===== config.mk =====
export PLATFORM = sky130hd
export DESIGN_NAME = asrc_host
export DESIGN_NICKNAME = d
export VERILOG_FILES = /design/src/asrc_pkg.sv /design/src/asrc_host.sv
export SDC_FILE = /design/constraint.sdc
export NUM_CORES = 1
export LEC_CHECK = 0
export BUFFER_PORTS_ARGS = -buffer_cell sky130_fd_sc_hd__buf_4
export CAP_MARGIN = 20
export CORE_UTILIZATION = 45
export DETAILED_ROUTE_END_ITERATION = 8
export PLACE_DENSITY_LB_ADDON = 0.2
export SLEW_MARGIN = 0
export SYNTH_ARGS = -nofsm -noshare
export SYNTH_HDL_FRONTEND = slang
export SYNTH_SLANG_ARGS = --single-unit

===== constraint.sdc =====
create_clock -name clk_i -period 1.7 [get_ports clk_i]
set_clock_uncertainty 0.05 [all_clocks]
set_input_delay 0.17 -clock clk_i [delete_from_list [all_inputs] [get_ports clk_i]]
set_output_delay 0.17 -clock clk_i [all_outputs]
set_load 0.1 [all_outputs]

===== src/asrc_pkg.sv =====
// Package for the asynchronous static memory host controller.
// Assumes a single 250 MHz clock; all times are in ns.
package asrc_pkg;
    // ==========================================================
    // Geometry
    localparam int ADDR_W = 17;
    localparam int DATA_W = 8;

    // ==========================================================
    // Timing in ns and derived cycle counts
    localparam int CLK_PERIOD_NS = 4;
    localparam int SELECT_TO_DATA_DELAY_NS = 12;
    localparam int OUTPUT_ENABLE_TO_DATA_DELAY_NS = 6;
    localparam int DESELECT_TO_OUTPUT_FLOAT_NS = 6;
    localparam int OUTPUT_DISABLE_TO_FLOAT_NS = 6;
    localparam int ADDRESS_VALID_TO_WRITE_END_NS = 10;
    localparam int SELECT_TO_WRITE_END_NS = 10;
    localparam int DATA_SETUP_TO_WRITE_END_NS = 7;
    localparam int WRITE_PULSE_NS = 9;
    localparam int CYCLE_TIME_NS = 12;

    function automatic int ns_to_cyc_up(input int ns);
        int c;
        c = (ns + CLK_PERIOD_NS - 1) / CLK_PERIOD_NS;
        return (c < 1) ? 1 : c;
    endfunction : ns_to_cyc_up

    // Read wait covers select access, the edge on which data may just settle,
    // and both synchroniser stages, so the sampled word is always settled
    localparam int READ_MARGIN_CYC = 3;
    localparam int READ_CYC = ns_to_cyc_up(SELECT_TO_DATA_DELAY_NS) + READ_MARGIN_CYC;
    // Write low time covers address, select, data set-up and pulse width
    localparam int WRITE_CYC = ns_to_cyc_up(ADDRESS_VALID_TO_WRITE_END_NS);
    // Turnaround after a read before the host may drive the bus
    localparam int FLOAT_CYC = ns_to_cyc_up(OUTPUT_DISABLE_TO_FLOAT_NS);
    localparam int CNT_W = 4;
    localparam logic [CNT_W-1:0] CNT_ZERO = 4'h0;
    localparam logic [CNT_W-1:0] CNT_ONE = 4'h1;

    // ==========================================================
    // Carriers
    typedef struct packed {
        logic write;
        logic [ADDR_W-1:0] addr;
        logic [DATA_W-1:0] wdata;
    } asrc_req_t;

    typedef struct packed {
        logic chip_select_lo_n;
        logic chip_select_hi;
        logic output_enable_n;
        logic write_enable_n;
    } asrc_ctl_t;

    localparam asrc_ctl_t CTL_IDLE = 4'b1011;
endpackage : asrc_pkg


===== src/asrc_host.sv =====
// Host controller that runs single read and write cycles on the memory pins.
// Assumes the memory pins are wired through a testbench that resolves the data bus.
`timescale 1ns/1ps
module asrc_host (
    // Clock and reset
    input wire logic clk_i,
    input wire logic rst_n_i,
    // Request side
    input wire logic req_valid_i,
    input wire asrc_pkg::asrc_req_t req_i,
    output logic req_ready_o,
    output logic rsp_valid_o,
    output logic [asrc_pkg::DATA_W-1:0] rsp_data_o,
    // Memory pins
    output logic [asrc_pkg::ADDR_W-1:0] word_address_o,
    output asrc_pkg::asrc_ctl_t mem_ctl_o,
    input wire logic [asrc_pkg::DATA_W-1:0] data_bus_i,
    output logic [asrc_pkg::DATA_W-1:0] data_bus_o,
    output logic data_bus_oe_o
);
    import asrc_pkg::*;

    // ==========================================================
    // Input synchroniser
    logic [DATA_W-1:0] bus_s1;
    logic [DATA_W-1:0] bus_s2;
    always_ff @(posedge clk_i or negedge rst_n_i) begin
        if (!rst_n_i) begin
            bus_s1 <= '0;
            bus_s2 <= '0;
        end else begin
            bus_s1 <= data_bus_i;
            bus_s2 <= bus_s1;
        end
    end

    // ==========================================================
    // Sequencer
    typedef enum logic [2:0] {S_IDLE, S_SETUP, S_READ, S_FLOAT, S_WRITE, S_RECOV} asrc_state_t;

    asrc_state_t state, next_state;
    logic [CNT_W-1:0] cnt, next_cnt;
    logic [ADDR_W-1:0] next_addr;
    asrc_ctl_t next_ctl;
    logic [DATA_W-1:0] next_wdata;
    logic next_oe;
    logic next_ready;
    logic next_rsp_valid;
    logic [DATA_W-1:0] next_rsp_data;
    logic is_write, next_is_write;

    always_comb begin
        next_state = state;
        next_cnt = cnt;
        next_addr = word_address_o;
        next_ctl = mem_ctl_o;
        next_wdata = data_bus_o;
        next_oe = data_bus_oe_o;
        next_ready = 1'b0;
        next_rsp_valid = 1'b0;
        next_rsp_data = rsp_data_o;
        next_is_write = is_write;
        unique case (state)
            S_IDLE: begin
                next_ready = 1'b1;
                if (req_valid_i && req_ready_o) begin
                    // Address settles a cycle before select goes active
                    next_addr = req_i.addr;
                    next_wdata = req_i.wdata;
                    next_is_write = req_i.write;
                    next_ready = 1'b0;
                    next_state = S_SETUP;
                end
            end
            S_SETUP: begin
                next_ctl.chip_select_lo_n = 1'b0;
                next_ctl.chip_select_hi = 1'b1;
                if (is_write) begin
                    // Output enable kept high and select with write low: memory floats
                    next_ctl.write_enable_n = 1'b0;
                    next_oe = 1'b1;
                    next_cnt = CNT_ONE;
                    next_state = S_WRITE;
                end else begin
                    next_ctl.output_enable_n = 1'b0;
                    next_cnt = CNT_ONE;
                    next_state = S_READ;
                end
            end
            S_READ: begin
                next_cnt = cnt + CNT_ONE;
                if (cnt == CNT_W'(READ_CYC)) begin
                    next_rsp_data = bus_s2;
                    next_rsp_valid = 1'b1;
                    next_ctl = CTL_IDLE;
                    next_cnt = CNT_ONE;
                    next_state = S_FLOAT;
                end
            end
            S_FLOAT: begin
                // Memory needs time to release the bus before the next drive
                next_cnt = cnt + CNT_ONE;
                if (cnt == CNT_W'(FLOAT_CYC)) begin
                    next_state = S_IDLE;
                    next_ready = 1'b1;
                end
            end
            S_WRITE: begin
                next_cnt = cnt + CNT_ONE;
                if (cnt == CNT_W'(WRITE_CYC)) begin
                    next_ctl = CTL_IDLE;
                    next_cnt = CNT_ONE;
                    next_state = S_RECOV;
                end
            end
            S_RECOV: begin
                // Data held a cycle past write end, then released
                next_oe = 1'b0;
                next_state = S_IDLE;
                next_ready = 1'b1;
            end
            default: next_state = S_IDLE;
        endcase
    end

    always_ff @(posedge clk_i or negedge rst_n_i) begin
        if (!rst_n_i) begin
            state <= S_IDLE;
            cnt <= CNT_ZERO;
            word_address_o <= '0;
            mem_ctl_o <= CTL_IDLE;
            data_bus_o <= '0;
            data_bus_oe_o <= 1'b0;
            req_ready_o <= 1'b0;
            rsp_valid_o <= 1'b0;
            rsp_data_o <= '0;
            is_write <= 1'b0;
        end else begin
            state <= next_state;
            cnt <= next_cnt;
            word_address_o <= next_addr;
            mem_ctl_o <= next_ctl;
            data_bus_o <= next_wdata;
            data_bus_oe_o <= next_oe;
            req_ready_o <= next_ready;
            rsp_valid_o <= next_rsp_valid;
            rsp_data_o <= next_rsp_data;
            is_write <= next_is_write;
        end
    end

    // ==========================================================
    // Checks
    logic selected;
    assign selected = !mem_ctl_o.chip_select_lo_n && mem_ctl_o.chip_select_hi;

    a_no_bus_fight: assert property (@(posedge clk_i) disable iff (!rst_n_i)
        data_bus_oe_o |-> mem_ctl_o.output_enable_n)
        else $error("host drives bus while memory output enabled");
    a_addr_before_select: assert property (@(posedge clk_i) disable iff (!rst_n_i)
        $rose(selected) |-> $stable(word_address_o))
        else $error("address changed as select went active");
    a_write_pulse_len: assert property (@(posedge clk_i) disable iff (!rst_n_i)
        $fell(mem_ctl_o.write_enable_n) |-> (!mem_ctl_o.write_enable_n && selected)[*3])
        else $error("write pulse shorter than three cycles");
    a_write_data_valid: assert property (@(posedge clk_i) disable iff (!rst_n_i)
        $rose(mem_ctl_o.write_enable_n) |-> $past(data_bus_oe_o) && $past(data_bus_oe_o, 2))
        else $error("write data not driven before write end");
    a_write_addr_hold: assert property (@(posedge clk_i) disable iff (!rst_n_i)
        !mem_ctl_o.write_enable_n |-> $stable(word_address_o))
        else $error("address moved during write");
    a_write_oe_high: assert property (@(posedge clk_i) disable iff (!rst_n_i)
        !mem_ctl_o.write_enable_n |-> mem_ctl_o.output_enable_n)
        else $error("output enable low during write");
    a_read_response: assert property (@(posedge clk_i) disable iff (!rst_n_i)
        $fell(mem_ctl_o.output_enable_n) |-> ##6 rsp_valid_o)
        else $error("read answer not six cycles after output enable");
    a_float_gap: assert property (@(posedge clk_i) disable iff (!rst_n_i)
        $rose(mem_ctl_o.output_enable_n) |-> (!data_bus_oe_o)[*2])
        else $error("host drove bus too soon after read");

    // ==========================================================
    // Pin shape during reads and around writes
    a_select_pair: assert property (@(posedge clk_i) disable iff (!rst_n_i)
        mem_ctl_o.chip_select_lo_n == !mem_ctl_o.chip_select_hi)
        else $error("chip selects out of step");
    a_read_select_len: assert property (@(posedge clk_i) disable iff (!rst_n_i)
        $fell(mem_ctl_o.output_enable_n) |-> (!mem_ctl_o.output_enable_n && selected)[*6])
        else $error("read select window shorter than six cycles");
    a_rsp_pulse: assert property (@(posedge clk_i) disable iff (!rst_n_i)
        rsp_valid_o |=> !rsp_valid_o)
        else $error("read answer longer than one cycle");
    a_addr_during_read: assert property (@(posedge clk_i) disable iff (!rst_n_i)
        !mem_ctl_o.output_enable_n |-> $stable(word_address_o))
        else $error("address moved during read");
    a_write_data_hold: assert property (@(posedge clk_i) disable iff (!rst_n_i)
        !mem_ctl_o.write_enable_n |-> $stable(data_bus_o))
        else $error("write data moved during write");
    a_oe_release: assert property (@(posedge clk_i) disable iff (!rst_n_i)
        $rose(mem_ctl_o.write_enable_n) |-> data_bus_oe_o ##1 !data_bus_oe_o)
        else $error("write data not held one cycle past write end");
    a_ready_idle: assert property (@(posedge clk_i) disable iff (!rst_n_i)
        req_ready_o |-> !selected)
        else $error("ready while memory selected");
endmodule : asrc_host


==> impl_metrics.ini, run 1 <==
[synth]
synth_edf_count = 0
ys_seq_elements = 64
ys_warn_count = 0
ys_seq_area_share_pct = 63.5
syn-num-nets = 217
syn_area_um2 = 2530
synth_ff_type = dfrtp_1
ys_async_sr_fraction_pct = 100
synth_area_per_cell_um2 = 14.2
synth.distinct_cells = 40
netlist_instances = 178

[final_layout]
drive_gt1_share_pct = 44.9
fin_util_pct = 72.8
antenna_cells = 0
syn_to_final_growth_pct = 51.9
nets = 346
instances_no_fill = 382

[timing]
slew_headroom_pct = 66.0
min_period_over_period_pct = 102
drv_slew = 0
tightest_slew_ps = 510
setup-violations-final = 5
hold_viol_final = 0
period_minus_slack_ps = 1740
layout_setup_ws_ps = -38.9
whs_ps = 17.6
rsz0062_at_grt = yes
max_freq_ghz = 0.575

[setup_path]
path_class = reg2reg
worst_path_largest_cell_delay_ps = 360
startpoint_type = flop
worstPathArrival_ps = 1900
crit_buf_inv = 1
crit_path_cell_trace = buf_4 -> ha_1 -> nor3b_1 -> o21ai_0 -> a2111oi_1 -> nor2_1
cp_max_fo = 3
worst_path_max_delay_cell = dfrtp_1
cp-end-kind = flop
crit_family = compound AO/OA/AOI/OAI gates
worstPathRequired_ps = 1860

[clock_network]
cts.htree.levels = 3
cts.clk_slew.worst_paths_ps = 80
clk_path_buf_depth = 2
cts_buffers = 9
tritoncts = built
clkSinkCount = 64
clkLatencyLatePin_ps = 340
root_buffer = clkbuf_8

[floorplanning]
die_h_um = 76.9
start_util_pct = 47.9
die_x_um = 76.9
ios = 77
die_area_um2 = 5920
std_cell_rows = 26
core_um2 = 5270

[drt]
via_per_inst = 4.89
drt_iter0_markers = 102
drt-met1-wl_mm = 2.36
ant_nets = 0
top_layer = met4
vias = 1867
wl_mm = 5.54
dr.pass1.iters = 4
wl_met2_mm = 2.81
drc_errors = 0
wl_per_cell_um = 14.5
dr_wl_met3_um = 296

[global_routing]
grt_usage_pct = 20.7
grt_pass1_wl_mm = 9.34
overflow = 0
grt_max_degree = 42
grt_pass1_vias = 1969
grt_antenna_before_repair = 0

[status]
outcome = finished with violations
failed_checks = setup timing

[place]
port_buffers = 76
dp_cells = 332
dpl.hpwl_mm = 3.52
gp_congestion = 0.834
place_worst_setup_slack_ps = -37.5

[run]
max_cap_viol_count = 0

[worst_hold_path]
hp-class = in2reg
==> layout by cell type (no fill, tap or decap), types with 2 or more instances in the layout <==
| master | Yosys | routed |
|---|---|---|
| mux2_2 | 7 | 7 |
| clkbuf_8 | 0 | 9 |
| buf_4 | 2 | 95 |
| o31ai_1 | 2 | 2 |
| mux2_1 | 20 | 20 |
| o22ai_1 | 3 | 3 |
| nor2_1 | 7 | 7 |
| dfstp_2 | 3 | 3 |
| and3_1 | 3 | 3 |
| bufinv_16 | 0 | 2 |
| mux2_4 | 8 | 8 |
| a21oi_1 | 6 | 6 |
| inv_1 | 5 | 5 |
| buf_6 | 3 | 3 |
| dfrtp_2 | 0 | 2 |
| clkinv_4 | 0 | 3 |
| nand4b_1 | 2 | 2 |
| dfrtp_1 | 61 | 59 |
| dlygate4sd3_1 | 0 | 28 |
| o21ai_0 | 7 | 7 |
| o22a_1 | 2 | 2 |
| nand2_1 | 6 | 6 |
| nand2b_1 | 3 | 3 |
| nor3_1 | 3 | 3 |
==> final cells by class <==
class                   count  area (um^2)
flip-flops and latches     64         1610
fillers                   376         1430
repair buffers            127         1050
multi-input cells         100          846
clock buffers               9          124
clock inverters             7          105
well taps                  70         87.6
inverters                   5         18.8
==> registers in the layout, indices dropped and copies added (netlist names) <==
signal / flops
state: 3
rsp_data_o: 8
req_ready_o: 1
data_bus_oe_o: 1
cnt: 4
data_bus_o: 8
is_write: 1
mem_ctl_o: 4
bus_s1: 8
rsp_valid_o: 1
bus_s2: 8
word_address_o: 17
==> metal layers <==
| metal | global-route usage, % | up-vias |
|---|---|---|
| met2 | 34.6 | 61 |
| met5 | 0 | - |
| met3 | 6.07 | 8 |
| li1 | - | 886 |
| met4 | 8.08 | 0 |
| met1 | 25.1 | 912 |
==> metrics by stage <==
stage | cell area, um^2 | setup TNS (ps)
2_1_floorplan | 2530 | 0
3_3_place_gp | 3260 | -10.5
3_5_place_dp | 3260 | -273
4_1_cts | 3820 | -65.5
5_1_grt | 3840 | -549
6_report | 3840 | -75.3
==> kinds of logic after synthesis <==
kind of cell	Yosys count	synth area share, %
compound gates	29	7.38
xor+xnor	1	0.347
buf+inv	14	3.42
fa+ha+maj	2	0.990
mux	35	16.8
flops	64	63.5
simple gates	33	7.53
==> cells in the mapped netlist, drive strengths merged, types with 2 or more instances <==
| master | n | share of area (%) |
|---|---|---|
| nor2 | 8 | 1.3 |
| mux2 | 35 | 17 |
| nand2b | 3 | 0.74 |
| nor3 | 4 | 0.99 |
| nand4b | 2 | 0.69 |
| inv | 5 | 0.74 |
| buf | 8 | 2.5 |
| dfrtp | 61 | 60 |
| and3 | 3 | 0.74 |
| dfstp | 3 | 3.1 |
| o22ai | 3 | 0.74 |
| nand2 | 6 | 0.89 |
| o21ai | 8 | 1.6 |
| o31ai | 2 | 0.59 |
| o22a | 2 | 0.69 |
| a21oi | 6 | 1.2 |
| nor2b | 2 | 0.50 |
| ha | 2 | 0.99 |
==> repair_timing <==
item	4_1_cts	5_1_grt
resized for setup	5	3
buffers inserted	4	1
endpoints found under the hold margin	63	0
pin swaps	0	2
hold buffers	28	0
gates cloned	1	0
setup endpoints to repair	8	19
==> final timing paths <==
| path | from | endpoint | slack [ps] | cells past startpoint |
|---|---|---|---|---|
| worst max-delay path | cnt[0] | cnt[3] | -40 | 6 |
| worst min-delay path | req_i[0] | data_bus_o[0] | 20 | 2 |
| worst max register to register | cnt[0] | cnt[3] | -40 | 6 |
| min in group asynchronous | rst_n_i | bus_s2[7] | 300 | 2 |
| worst min register to register | bus_s1[1] | bus_s2[1] | 300 | 0 |
| max in group asynchronous | rst_n_i | bus_s1[1] | 710 | 3 |
Power of run 1 is left out: the tool's default activity adds up to more than one toggle a clock period on the data nets, which glitch-free logic cannot reach.
==> run 2, diff against run 1 <==
--- a/config.mk
+++ b/config.mk
@@ -5,6 +5,7 @@
 export SDC_FILE = /design/constraint.sdc
 export NUM_CORES = 1
 export LEC_CHECK = 0
+export ABC_AREA = 1
 export BUFFER_PORTS_ARGS = -buffer_cell sky130_fd_sc_hd__buf_4
 export CAP_MARGIN = 20
 export CORE_UTILIZATION = 45
==> run 2 against run 1 <==
- the flow now finishes without violations
- flip-flop and latch count unchanged
- highest routed layer unchanged
- global-route usage shrank 2.3 points
- non-clock buffer count fell by 39
- count of clock-buffer cells in the layout is the same
==> impl_metrics.ini, run 2 <==
[final_layout]
layout_common_cells = buf_4 (78), nand2_1 (75), dfrtp_1 (60)
syn_to_final_growth_pct = 40.6
largest_reg_flops = 17
max_flop_register = word_address_o
nets = 386
antenna_cells = 0
instances_no_fill = 422
n_fill_cell = 433
final_common_cell = buf_4
fin_util_pct = 66.5
drive_gt1_share_pct = 29.8

[synth]
syn-num-nets = 292
netlist_instances = 253
synth_edf_count = 0
yosysTopAreaCellShare_pct = 62.8
ys_seq_area_share_pct = 66.0
synth.distinct_cells = 19
ys_async_sr_fraction_pct = 100
synth_area_per_cell_um2 = 9.61
synth_ff_type = dfrtp_1
synth_area_leaders = dfrtp_1 (63%), nand2_1 (12%), o21ai_0 (6.6%)
ys_warn_count = 0
synth_commonest_cells = nand2_1 (75), dfrtp_1 (61), inv_1 (40)
ys_seq_elements = 64
synth_top_area_cell = dfrtp_1
post-synth-top-count-cell = nand2_1
syn_area_um2 = 2430

[timing]
slew_headroom_pct = 72.3
fin_setup_tns_ps = 0
tightest_slew_ps = 416
rsz0062_at_grt = no
hold_viol_final = 0
drv_slew = 0
min_period_over_period_pct = 88.0
layout_setup_ws_ps = 203
max_freq_ghz = 0.668
setup-violations-final = 0
period_minus_slack_ps = 1500

[drt]
vias = 1832
wl_per_cell_um = 11.1
wl_mm = 4.69
drc_errors = 0
via_per_inst = 4.34
drt_iter0_markers = 94
ant_nets = 0
dr.pass1.iters = 4

[floorplanning]
die_area_um2 = 5700
core_um2 = 5140
ios = 77
die_x_um = 75.5
die_h_um = 75.5
std_cell_rows = 26
start_util_pct = 47.3

[global_routing]
grt_usage_pct = 18.4
grt_pass1_wl_mm = 7.54
grt_max_degree = 53
overflow = 0
grt_pass1_vias = 1749
grt_antenna_before_repair = 0

[status]
outcome = finished clean

[place]
place_worst_setup_slack_ps = 195
dp_cells = 397
dpl.hpwl_mm = 3.22
port_buffers = 76
gp_congestion = 0.799

[setup_path]
worstPathArrival_ps = 1670
cp_max_fo = 9
path_class = reg2reg
startpoint_type = flop
worstPathRequired_ps = 1870
cp-end-kind = flop

[clock_network]
cts.clk_slew.worst_paths_ps = 70
clkSinkCount = 64
cts_buffers = 9
clkLatencyLatePin_ps = 330
clk_path_buf_depth = 2
postCtsSetupRepairBufs = 0
cts.htree.levels = 3
root_buffer = clkbuf_8
tritoncts = built

[run]
max_cap_viol_count = 0

[worst_hold_path]
hp-class = in2reg
-- run 2: changes by cell type after synthesis, sizes merged, moves of 4 or more --
cell | before | now
nand2 | 6 | 78
a21oi | 6 | 2
clkbuf | 1 | 5
buf | 8 | 0
nand3 | 0 | 9
mux2 | 35 | 0
inv | 5 | 40
o21ai | 8 | 32
-- run 2: cell families (layout without fill, tap and decap cells) --
family                     Yosys count  after routing  share of synthesized area [%]
and+or+nand+nor                    103            103                           17.5
xor gates and xnor gates             2              2                          0.721
AOI/OAI and AO/OA                   36             36                           7.62
buffers and inverters               46            145                           7.10
DFF                                 64             64                           66.0
adders and majority gates            2              2                           1.03
-- run 2: worst max-delay path, cell delays in order, from the launching register on --
cell	delay, ps
dfrtp_1	420
inv_1	60
ha_1	210
nand3_1	110
inv_1	60
nand2_2	80
clkinv_1	230
nand2_1	120
nand2_1	60
-- run 2: final timing paths --
| path | start | to | slack, ps | cells past startpoint |
|---|---|---|---|---|
| min in group asynchronous | rst_n_i | mem_ctl_o[2] | 260 | 2 |
| worst max register to register | cnt[0] | rsp_data_o[2] | 200 | 8 |
| worst max-delay path | cnt[0] | rsp_data_o[2] | 200 | 8 |
| worst min register to register | bus_s1[1] | bus_s2[1] | 300 | 0 |
| worst min-delay path | req_i[25] | is_write | 40 | 3 |
| max in group asynchronous | rst_n_i | word_address_o[4] | 830 | 3 |
-- run 2: per-stage QoR --
step	instance area [um^2]	hold slack (ps)
after floorplan	2430	-176
after global placement	3110	87.0
after detailed placement	3110	85.6
after CTS	3420	25.2
after global routing	3420	32.3
final	3420	41.7
-- run 2: area by class of cell --
| cell class | instances | area, um^2 | area share, % |
|---|---|---|---|
| clock buffer | 9 | 124 | 3.63 |
| clock inverter | 7 | 96.3 | 2.82 |
| inverter | 41 | 154 | 4.50 |
| multi-input combinational | 143 | 653 | 19.1 |
| sequential | 64 | 1610 | 47.0 |
| tap | 70 | 87.6 | 2.56 |
| timing repair buffer | 88 | 696 | 20.4 |
-- run 2: timing repair --
item,4_1_cts,5_1_grt
hold buffers,9,0
resized for setup,0,0
endpoints found under the hold margin,34,0
-- run 2: per-layer routing --
layer,track usage (%),vias up,part of all wire (%),wire [um]
li1,-,963,-,-
met1,21.7,831,44,2050
met2,30.5,36,51,2400
met3,6.48,2,4.5,211
met4,8.02,0,0.58,27
met5,0,-,0,0
Power of run 2 is left out for the same reason.
